$ cat config.mk
export PLATFORM = sky130hd
export DESIGN_NAME = djp_game_port
export DESIGN_NICKNAME = d
export VERILOG_FILES = /design/src/djp_axis_timer.v /design/src/djp_game_port.v
export VERILOG_INCLUDE_DIRS = /design/src
export SDC_FILE = /design/constraint.sdc
export NUM_CORES = 1
export LEC_CHECK = 0
export BUFFER_PORTS_ARGS = -buffer_cell sky130_fd_sc_hd__buf_4
export CAP_MARGIN = 20
export CORE_UTILIZATION = 40
export DETAILED_ROUTE_END_ITERATION = 8
export GPL_ROUTABILITY_DRIVEN = 0
export PLACE_DENSITY = 0.62
export SLEW_MARGIN = 20
export SYNTH_ARGS = -nofsm -noshare
export SYNTH_HDL_FRONTEND = slang
export SYNTH_SLANG_ARGS = --single-unit
$ cat constraint.sdc
create_clock -name clk -period 4.27 [get_ports clk]
set_input_delay 0.854 -clock clk [delete_from_list [all_inputs] [get_ports clk]]
set_output_delay 0.854 -clock clk [all_outputs]
set_load 0.01 [all_outputs]
$ cat src/djp_defs.vh
`ifndef DJP_DEFS_VH
`define DJP_DEFS_VH

// configuration space offsets
`define DJP_CFG_POWER_CTRL   8'h22
`define DJP_CFG_ACTIVATE     8'h30
`define DJP_CFG_BASE_HIGH    8'h60
`define DJP_CFG_BASE_LOW     8'h61

// field positions
`define DJP_PWR_GAME_BIT     2
`define DJP_ACT_BIT          0

// reset values
`define DJP_STATUS_RST       8'h00
`define DJP_BASE_RST         8'h00
`define DJP_PWR_RST          8'h00

// system I/O offset of the status byte from the programmed base
`define DJP_STATUS_OFFSET    16'h0000

// discharge pulse on the rc pins after a trigger write
`define DJP_DISCHARGE_NS     1000
`define DJP_CLK_PERIOD_NS    4
`define DJP_DISCHARGE_CYC \
   ((`DJP_DISCHARGE_NS + `DJP_CLK_PERIOD_NS - 1) / `DJP_CLK_PERIOD_NS)
`define DJP_DCNT_W           9

`endif

$ cat src/djp_axis_timer.v
`timescale 1ns/1ps
`default_nettype none
`include "djp_defs.vh"

// one axis timer channel: trigger starts a timing cycle, threshold ends it
module djp_axis_timer (
   input  wire        clk,
   input  wire        rst_n,
   input  wire        trigger,
   input  wire        thresholdReached,
   output reg         axisTimerOut,
   output reg         rcDischarge
);

   // the count is worked out at integer width, then trimmed on purpose
   localparam integer           DISCHARGE_FULL = `DJP_DISCHARGE_CYC;
   localparam [`DJP_DCNT_W-1:0] DISCHARGE_LEN  =
      DISCHARGE_FULL[`DJP_DCNT_W-1:0];
   localparam [`DJP_DCNT_W-1:0] CNT_ONE        =
      {{(`DJP_DCNT_W-1){1'b0}}, 1'b1};

   reg [`DJP_DCNT_W-1:0] dischargeCnt_reg;
   reg                   pulseActive_reg;

   // the pin is held low until the next write after a timeout, so the
   // capacitor starts each measurement from empty
   always @(posedge clk or negedge rst_n) begin
      if (!rst_n) begin
         axisTimerOut     <= 1'b0;
         rcDischarge      <= 1'b0;
         dischargeCnt_reg <= {`DJP_DCNT_W{1'b0}};
         pulseActive_reg  <= 1'b0;
      end else if (trigger) begin
         rcDischarge      <= 1'b1;
         axisTimerOut     <= 1'b1;
         dischargeCnt_reg <= DISCHARGE_LEN;
         pulseActive_reg  <= 1'b1;
      end else if (pulseActive_reg) begin
         // threshold is ignored during the forced discharge
         if (dischargeCnt_reg == CNT_ONE) begin
            pulseActive_reg <= 1'b0;
            rcDischarge     <= 1'b0;
         end
         dischargeCnt_reg <= dischargeCnt_reg - CNT_ONE;
      end else if (axisTimerOut && thresholdReached) begin
         axisTimerOut <= 1'b0;
         rcDischarge  <= 1'b1;
      end
   end

endmodule

`default_nettype wire

$ cat src/djp_game_port.v
// How it works
// - two joysticks, each with x and y timer channels and two buttons
// - status byte is read-only; a write only triggers the rc reset
// - bits 0-3 axis outputs stick one/two, bits 4-7 buttons
// - status reads 00h after power-on reset
// - any status write drives all rc pins of both sticks low
// - rc reset happens on the trailing edge of the write strobe
// - at threshold, axis output clears and its rc pin returns low
// - I/O read at programmed base returns current status byte
// - I/O write at programmed base is a trigger write
// - activate bit clear means the base address is not decoded
// - base address high byte at port_base_high, low byte at port_base_low
// - power control bit 2 and activate bit mirror each other
`timescale 1ns/1ps
`default_nettype none
`include "djp_defs.vh"

module djp_game_port (
   input  wire        clk,
   input  wire        rst_n,
   // host system I/O access, asynchronous strobes
   input  wire [15:0] ioAddr,
   input  wire        stickStatusRead_n,
   input  wire        stickTriggerWrite_n,
   output reg  [7:0]  ioRdData,
   output reg         ioRdHit,
   // configuration space access, synchronous
   input  wire [7:0]  cfgAddr,
   input  wire        cfgWrEn,
   input  wire [7:0]  cfgWrData,
   output reg  [7:0]  cfgRdData,
   // comparator outputs, high once rc input passes two thirds of vref
   input  wire        stickOneXThreshold,
   input  wire        stickOneYThreshold,
   input  wire        stickTwoXThreshold,
   input  wire        stickTwoYThreshold,
   // buttons, already level shifted
   input  wire        stickOneButtonOne,
   input  wire        stickOneButtonTwo,
   input  wire        stickTwoButtonOne,
   input  wire        stickTwoButtonTwo,
   // rc pins: open drain, only ever pulled low
   output reg         rcPinXOne,
   output reg         rcPinXOneOe,
   output reg         rcPinYOne,
   output reg         rcPinYOneOe,
   output reg         rcPinXTwo,
   output reg         rcPinXTwoOe,
   output reg         rcPinYTwo,
   output reg         rcPinYTwoOe,
   output reg         gamePortActive
);

   // decode of the base address, used for both reads and writes
   function baseHit;
      input [15:0] addr;
      input [15:0] base;
      input        active;
      begin
         baseHit = active && (addr == base + `DJP_STATUS_OFFSET);
      end
   endfunction

   reg  [7:0]  baseHigh_reg;
   reg  [7:0]  baseLow_reg;
   reg  [7:0]  powerCtrl_reg;
   reg         active_reg;
   reg  [15:0] addrSync1_reg;
   reg  [15:0] addrSync2_reg;
   reg  [1:0]  rdSync_reg;
   reg  [2:0]  wrSync_reg;
   reg  [3:0]  thrSync1_reg;
   reg  [3:0]  thrSync2_reg;
   reg  [3:0]  btnSync1_reg;
   reg  [3:0]  btnSync2_reg;
   wire [15:0] baseAddr;
   wire        rdActive;
   wire        wrTrailing;
   wire        writeHit;
   wire [3:0]  axisOut;
   wire [3:0]  rcDischarge;
   wire [7:0]  statusByte;

   assign baseAddr = {baseHigh_reg, baseLow_reg};
   assign rdActive = rdSync_reg[1];
   // strobe is active low: trailing edge is low then high
   assign wrTrailing = wrSync_reg[1] & ~wrSync_reg[2];
   assign writeHit = wrTrailing &&
                     baseHit(addrSync2_reg, baseAddr, active_reg);

   // status byte layout; nothing is stored, so a write alters it only by setting the axis bits
   assign statusByte = {btnSync2_reg[3], btnSync2_reg[2],
                        btnSync2_reg[1], btnSync2_reg[0],
                        axisOut[3], axisOut[2],
                        axisOut[1], axisOut[0]};

   // two-flop synchronisers for every pin-side input; the address is
   // quasi-static under the strobe so it shares the same latency
   always @(posedge clk or negedge rst_n) begin
      if (!rst_n) begin
         addrSync1_reg <= 16'h0000;
         addrSync2_reg <= 16'h0000;
         rdSync_reg    <= 2'h0;
         wrSync_reg    <= 3'h7;
         thrSync1_reg  <= 4'h0;
         thrSync2_reg  <= 4'h0;
         btnSync1_reg  <= 4'h0;
         btnSync2_reg  <= 4'h0;
      end else begin
         addrSync1_reg <= ioAddr;
         addrSync2_reg <= addrSync1_reg;
         rdSync_reg    <= {rdSync_reg[0], ~stickStatusRead_n};
         wrSync_reg    <= {wrSync_reg[1:0], stickTriggerWrite_n};
         thrSync1_reg  <= {stickTwoYThreshold, stickTwoXThreshold,
                           stickOneYThreshold, stickOneXThreshold};
         thrSync2_reg  <= thrSync1_reg;
         btnSync1_reg  <= {stickTwoButtonTwo, stickTwoButtonOne,
                           stickOneButtonTwo, stickOneButtonOne};
         btnSync2_reg  <= btnSync1_reg;
      end
   end

   // configuration registers; the activate bit lives in one flop so both
   // views can never disagree
   always @(posedge clk or negedge rst_n) begin
      if (!rst_n) begin
         baseHigh_reg  <= `DJP_BASE_RST;
         baseLow_reg   <= `DJP_BASE_RST;
         powerCtrl_reg <= `DJP_PWR_RST;
         active_reg    <= 1'b0;
      end else if (cfgWrEn) begin
         case (cfgAddr)
            `DJP_CFG_BASE_HIGH: baseHigh_reg <= cfgWrData;
            `DJP_CFG_BASE_LOW:  baseLow_reg  <= cfgWrData;
            `DJP_CFG_POWER_CTRL: begin
               powerCtrl_reg <= cfgWrData;
               active_reg    <= cfgWrData[`DJP_PWR_GAME_BIT];
            end
            `DJP_CFG_ACTIVATE: begin
               active_reg <= cfgWrData[`DJP_ACT_BIT];
            end
            default: ;
         endcase
      end
   end

   // configuration read-back, registered one cycle after the address
   always @(posedge clk or negedge rst_n) begin
      if (!rst_n) begin
         cfgRdData <= 8'h00;
      end else begin
         case (cfgAddr)
            `DJP_CFG_BASE_HIGH:  cfgRdData <= baseHigh_reg;
            `DJP_CFG_BASE_LOW:   cfgRdData <= baseLow_reg;
            `DJP_CFG_POWER_CTRL: begin
               cfgRdData <= powerCtrl_reg;
               cfgRdData[`DJP_PWR_GAME_BIT] <= active_reg;
            end
            `DJP_CFG_ACTIVATE: begin
               cfgRdData <= 8'h00;
               cfgRdData[`DJP_ACT_BIT] <= active_reg;
            end
            default: cfgRdData <= 8'h00;
         endcase
      end
   end

   // four identical axis channels
   genvar i;
   generate
      for (i = 0; i < 4; i = i + 1) begin : gAxis
         djp_axis_timer uAxis (
            .clk              (clk),
            .rst_n            (rst_n),
            .trigger          (writeHit),
            .thresholdReached (thrSync2_reg[i]),
            .axisTimerOut     (axisOut[i]),
            .rcDischarge      (rcDischarge[i])
         );
      end
   endgenerate

   // status read port; data follows the live status while the strobe
   // is held, so a long poll sees the axis bits fall
   always @(posedge clk or negedge rst_n) begin
      if (!rst_n) begin
         ioRdData <= `DJP_STATUS_RST;
         ioRdHit  <= 1'b0;
      end else if (rdActive &&
                   baseHit(addrSync2_reg, baseAddr, active_reg)) begin
         ioRdData <= statusByte;
         ioRdHit  <= 1'b1;
      end else begin
         ioRdData <= `DJP_STATUS_RST;
         ioRdHit  <= 1'b0;
      end
   end

   // rc pins: driven low when discharging, released otherwise
   always @(posedge clk or negedge rst_n) begin
      if (!rst_n) begin
         rcPinXOne      <= 1'b0;
         rcPinXOneOe    <= 1'b0;
         rcPinYOne      <= 1'b0;
         rcPinYOneOe    <= 1'b0;
         rcPinXTwo      <= 1'b0;
         rcPinXTwoOe    <= 1'b0;
         rcPinYTwo      <= 1'b0;
         rcPinYTwoOe    <= 1'b0;
         gamePortActive <= 1'b0;
      end else begin
         rcPinXOne      <= 1'b0;
         rcPinXOneOe    <= rcDischarge[0];
         rcPinYOne      <= 1'b0;
         rcPinYOneOe    <= rcDischarge[1];
         rcPinXTwo      <= 1'b0;
         rcPinXTwoOe    <= rcDischarge[2];
         rcPinYTwo      <= 1'b0;
         rcPinYTwoOe    <= rcDischarge[3];
         gamePortActive <= active_reg;
      end
   end

endmodule

`default_nettype wire

==> results of run 1 <==
==> power by group through the flow <==
stage	combinational [uW]	sequential (uW)	clock [uW]
2_1_floorplan	41.2	1470	0
4_1_cts	112	1460	1650
3_5_place_dp	112	1480	0
5_1_grt	123	1460	1710
6_report	109	1460	1620
3_3_place_gp	109	1480	0
==> per-stage QoR <==
| stage | instance area, um^2 | utilization [%] | hold WS [ns] |
|---|---|---|---|
| 2_1_floorplan | 5770 | - | 0.331 |
| 3_3_place_gp | 6430 | 45.9 | 0.333 |
| 3_5_place_dp | 6430 | 45.9 | 0.335 |
| 4_1_cts | 7080 | 50.6 | 0.349 |
| 5_1_grt | 7080 | 50.6 | 0.354 |
| 6_report | 7080 | 50.6 | 0.347 |
==> worst max-delay path, cell delays in order <==
cell,delay (ns)
buf_4,0.11
or4b_4,0.61
nor3_4,0.23
nand3_4,0.20
mux2_4,0.35
==> path summary, 6_finish.rpt <==
check | start | endpoint | slack [ns] | cells after the start
min in group asynchronous | rst_n | gAxis[3].uAxis.dischargeCnt_reg[5]$_DFFE_PN0P_ | 0.53 | 1
hold / removal | thrSync1_reg[2]$_DFF_PN0_ | thrSync2_reg[2]$_DFF_PN0_ | 0.35 | 0
max in group asynchronous | rst_n | ioRdData[1]$_DFF_PN0_ | 2.84 | 2
setup / recovery | cfgAddr[7] | powerCtrl_reg[0]$_DFFE_PN0P_ | 2.21 | 5
setup reg to reg | baseHigh_reg[3]$_DFFE_PN0P_ | gAxis[0].uAxis.dischargeCnt_reg[0]$_DFFE_PN0P_ | 2.22 | 4
hold reg to reg | thrSync1_reg[2]$_DFF_PN0_ | thrSync2_reg[2]$_DFF_PN0_ | 0.35 | 0
==> cells by family after synthesis <==
logic type	count (synthesis)	share of synthesized area (%)
flops	147	63.9
simple gates	108	11.9
compound gates	72	7.04
xor+xnor	49	7.45
buf+inv	37	2.89
mux	23	4.95
fa+ha+maj	8	1.74
other cells	1	0.0651
==> cell type report <==
type,instances,area [um^2],area share [%]
repair buffers,70,529,7.48
flip-flops and latches,147,3680,52.0
inverters,18,67.6,0.955
clock inverters,13,206,2.92
well taps,180,225,3.18
multi-input cells,264,1920,27.2
clock buffers,19,443,6.26
==> synth_stat cells (all sizes together) (3+ instances only) <==
cell	instances
dfrtp	144
nand2	36
o21ai	35
xor2	25
xnor2	24
mux2	23
a21oi	18
inv	18
nor3	17
clkbuf	10
nor2	10
buf	9
ha	8
a22oi	7
nor4	7
nor2b	6
nor4b	6
o22ai	5
nand3	4
dfstp	3
nor3b	3
nor4bb	3
or4b	3
==> metal layers <==
layer / wire (um) / vias to the layer above / GRT usage (%)
li1: - / 1665 / -
met1: 4850 / 1777 / 20.7
met2: 5120 / 70 / 24.6
met3: 427 / 13 / 5.43
met4: 186 / 0 / 6.33
met5: 0 / - / 0
==> out/qor.csv, run 1 <==
metric,value,unit
synth_top_cell_by_area,dfrtp_1,
htree_num_levels,4,
wirelength,10600,um
wl_per_cell,14.9,um
synthDominantCellAreaShare,62.6,%
tns,0,ns
path_class,primary input to register,
die_width,122,um
overflow,0,
min_period,2.06,ns
synth_cell_type_count,50,
clk_latency,0.42,ns
worst_pin_slew,0.893,ns
p_total,3180,uW
cts_tree,done,
syn_area,5760,um^2
seq_power_share,45.7,%
placed_cells,679,
cts_sinks,147,
clk_pin_slew,0.06,ns
place_hpwl,6940,um
cellLeakagePower,0.00327,uW
drt_iter0_markers,206,
synthFlopType,dfrtp_1,
clk_path_buf_depth,2,
postLayoutSetupSlackWorst,2.21,ns
areaGrowthSynthToFinish,22.8,%
crit_path_start_kind,primary input,
worstSetupEndpointType,register,
outcome,"complete, no violations",
rows,43,
largest_register_ffs,36,
vias_per_cell,4.96,
fp.dieArea,14900,um^2
async_flop_share,100,%
synth_area_leaders,"dfrtp_1, xor2_1, xnor2_1",
crit_arrival,2.35,ns
power.density,450,nW/um^2
n_antenna_cell,0,
post_cts_resized,0,
hold_viol,0,
grt_pass1_wl,17800,um
grt_pass1_vias,3621,
post_cts_buffers,0,
dr.pass1.iters,5,
stdcell_count,711,
power_frac_comb,3.4,%
max-vdd-ir-drop,352,uV
max_slew_margin,40.5,%
worstPathRequired,4.57,ns
p_sw,647,uW
pin_count,71,
cts_hold_buf,0,
drc,0,
syn_inst,445,
io_buffers,66,
ant_nets,0,
die_y,122,um
p_int,2540,uW
track_usage,16.0,%
initial_core_util,41.2,%
finalMaxSlewViolations,0,
final_common_cell,dfrtp_1,
finalSetupViolCount,0,
yosys_warnings,0,
cts_buffers,17,
antenna_found_initial,0,
vias,3525,
crit_fanout,7,
synth_edf_count,0,
nNetsFinal,571,
layout-drive-gt1-share,26.2,%
fin_skew,0.00707,ns
min_path_type,register to register,
rsz0062_at_grt,false,
mostFrequentLayoutCells,"dfrtp_1, buf_4, nand2_1",
drv_cap,0,
grt_max_degree,103,
fp.coreArea,14000,um^2
ys_ff_latch,147,
dp_slack,1.78,ns
fin_crit_sh,48.2,%
ctsRootBufferMaster,clkbuf_16,
fillers,1222,
synth_seq_area_share,63.9,%
avgSynthCellArea,12.9,um^2
power.clock.fraction,50.8,%
swShare,20.3,%
maxClockFrequency,486,MHz
No activity file was read; power rests on OpenSTA's default activity.
==> run 2: changes to the inputs <==
Clock period 4.27 ns to 2 ns, I/O delays scaled along.
==> run 2 against run 1 <==
Compared with the run above: cell count up 1.8%; power up 94%; critical endpoint is now gAxis[2].uAxis.dischargeCnt_reg[6]$_DFFE_PN0P_; clock power up 75%; global-route usage up 0.24 points; sequential share of layout area down 0.24 points; cell area up 0.46%; sequential power up 110%.
==> out/qor.csv, run 2 (same netlist as run 1, synthesis figures left out) <==
metric,value,unit
outcome,"complete, no violations",
finalSetupViolCount,0,
max_slew_margin,56.3,%
vias_per_cell,4.92,
htree_num_levels,4,
n_antenna_cell,0,
hold_viol,0,
crit_fanout,4,
drc,0,
worst_pin_slew,0.647,ns
rr_endpoint,gAxis[2].uAxis.dischargeCnt_reg[6]$_DFFE_PN0P_,
die_y,122,um
grt_max_degree,49,
pin_count,71,
cts_buffers,17,
die_width,122,um
min_period,1.78,ns
stdcell_area,7110,um^2
path_class,register to register,
maxClockFrequency,562,MHz
crit_start,gAxis[2].uAxis.dischargeCnt_reg[0]$_DFFE_PN0P_,
crit_arrival,2.07,ns
wl_per_cell,14.6,um
drv_cap,0,
fp.dieArea,14900,um^2
met3_length,421,um
rsz0062_at_grt,false,
io_buffers,66,
placed_area,6570,um^2
max-vdd-ir-drop,1020,uV
clk_latency,0.42,ns
min_path_type,primary input to register,
final_common_cell,dfrtp_1,
clk_path_buf_depth,2,
holdPathStages,1,
place_hpwl,6970,um
reg2reg_depth,6,
ant_nets,0,
tns,0,ns
whs_endpoint,addrSync1_reg[11]$_DFF_PN0_,
antenna_found_initial,0,
mostFrequentLayoutCells,"dfrtp_1, buf_4, nand2_1",
worstHoldStart,ioAddr[11],
fp.coreArea,14000,um^2
dr.pass1.iters,4,
r2r_start,gAxis[2].uAxis.dischargeCnt_reg[0]$_DFFE_PN0P_,
reg2reg_setup_slack,0.22,ns
clk_pin_slew,0.06,ns
rows,43,
wirelength,10600,um
post_cts_buffers,0,
largest_register_ffs,36,
grt_pass1_vias,3692,
finalMaxSlewViolations,0,
drt-met1-wl,4900,um
highest_layer,met4,
vias,3564,
cts_sinks,147,
track_usage,16.2,%
areaGrowthSynthToFinish,23.4,%
crit_path_start_kind,register,
fin_crit_sh,89.0,%
ctsRootBufferMaster,clkbuf_16,
layout-drive-gt1-share,27.6,%
cellLeakagePower,0.00329,uW
grt_pass1_wl,18100,um
overflow,0,
initial_core_util,41.2,%
worstPathRequired,2.29,ns
power.density,871,nW/um^2
dr_wl_met2,5070,um
drt_iter0_markers,192,
nNetsFinal,584,
cts_tree,done,
fin_skew,0.00992,ns
worstSetupEndpointType,register,
-- run 2: changes by cell type in the layout (fill, tap and decap cells not counted) --
cell           change
clkinv_2           +1
clkbuf_1           +1
dlygate4sd3_1      +1
clkinv_4           +1
buf_4              +8
clkinvlp_4         +2
buf_12             +4
bufinv_16          -5
-- run 2: routing by layer --
layer  vias up  GRT usage (%)
met3        15           4.87
met1      1790           21.0
li1       1694              -
met4         0           7.10
met5         -              0
met2        65           25.1
-- run 2: stage by stage --
step	hold WS (ns)	utilization (%)	setup WS [ns]	power (uW)	instances
CTS	0.0633	50.8	0.206	6270	724
floorplan	0.104	-	0.147	3240	448
global route	0.0641	50.8	0.0134	6440	724
global placement	0.331	46.9	0.0680	3410	691
finish	0.0849	50.8	0.220	6190	724
detailed placement	0.335	46.9	0.0182	3410	691
-- run 2: repair_timing --
item,in CTS,in global routing
hold buffers,1,0
hold endpoints to repair,43,0
gates resized for setup,0,0
-- run 2: worst max-delay path by stage --
stage,to,slack [ns],cells after the start
after CTS,gAxis[2].uAxis.pulseActive_reg$_DFF_PN0_,0.21,5
final,gAxis[2].uAxis.dischargeCnt_reg[6]$_DFFE_PN0P_,0.22,6
after detailed placement,powerCtrl_reg[5]$_DFFE_PN0P_,0.02,5
after global routing,gAxis[2].uAxis.dischargeCnt_reg[6]$_DFFE_PN0P_,0.01,6
after floorplan,powerCtrl_reg[0]$_DFFE_PN0P_,0.15,5
after global placement,powerCtrl_reg[1]$_DFFE_PN0P_,0.07,5
-- run 2: final cells by class --
type	instances	area [um^2]
inverters	18	67.6
flip-flops and latches	147	3680
clock inverters	12	85.1
clock buffers	20	447
fillers	1225	6880
repair buffers	83	679
multi-input cells	264	1920
well taps	180	225
-- run 2: worst max-delay path: stages (launching register included) --
cell and delay (ns):
dfrtp_1 0.43, inv_1 0.09, ha_1 0.16, nor4bb_1 0.60, nand2_1 0.14, xor2_1 0.14, o21ai_0 0.09
-- run 2: power by group --
| group | switching [uW] | total [uW] | leakage [uW] | internal [uW] |
|---|---|---|---|---|
| sequential | 46.4 | 3110 | 0.00190 | 3060 |
| clock | 1220 | 2840 | 0.000240 | 1610 |
| combinational | 124 | 246 | 0.00115 | 122 |
| total | 1400 | 6190 | 0.00329 | 4790 |
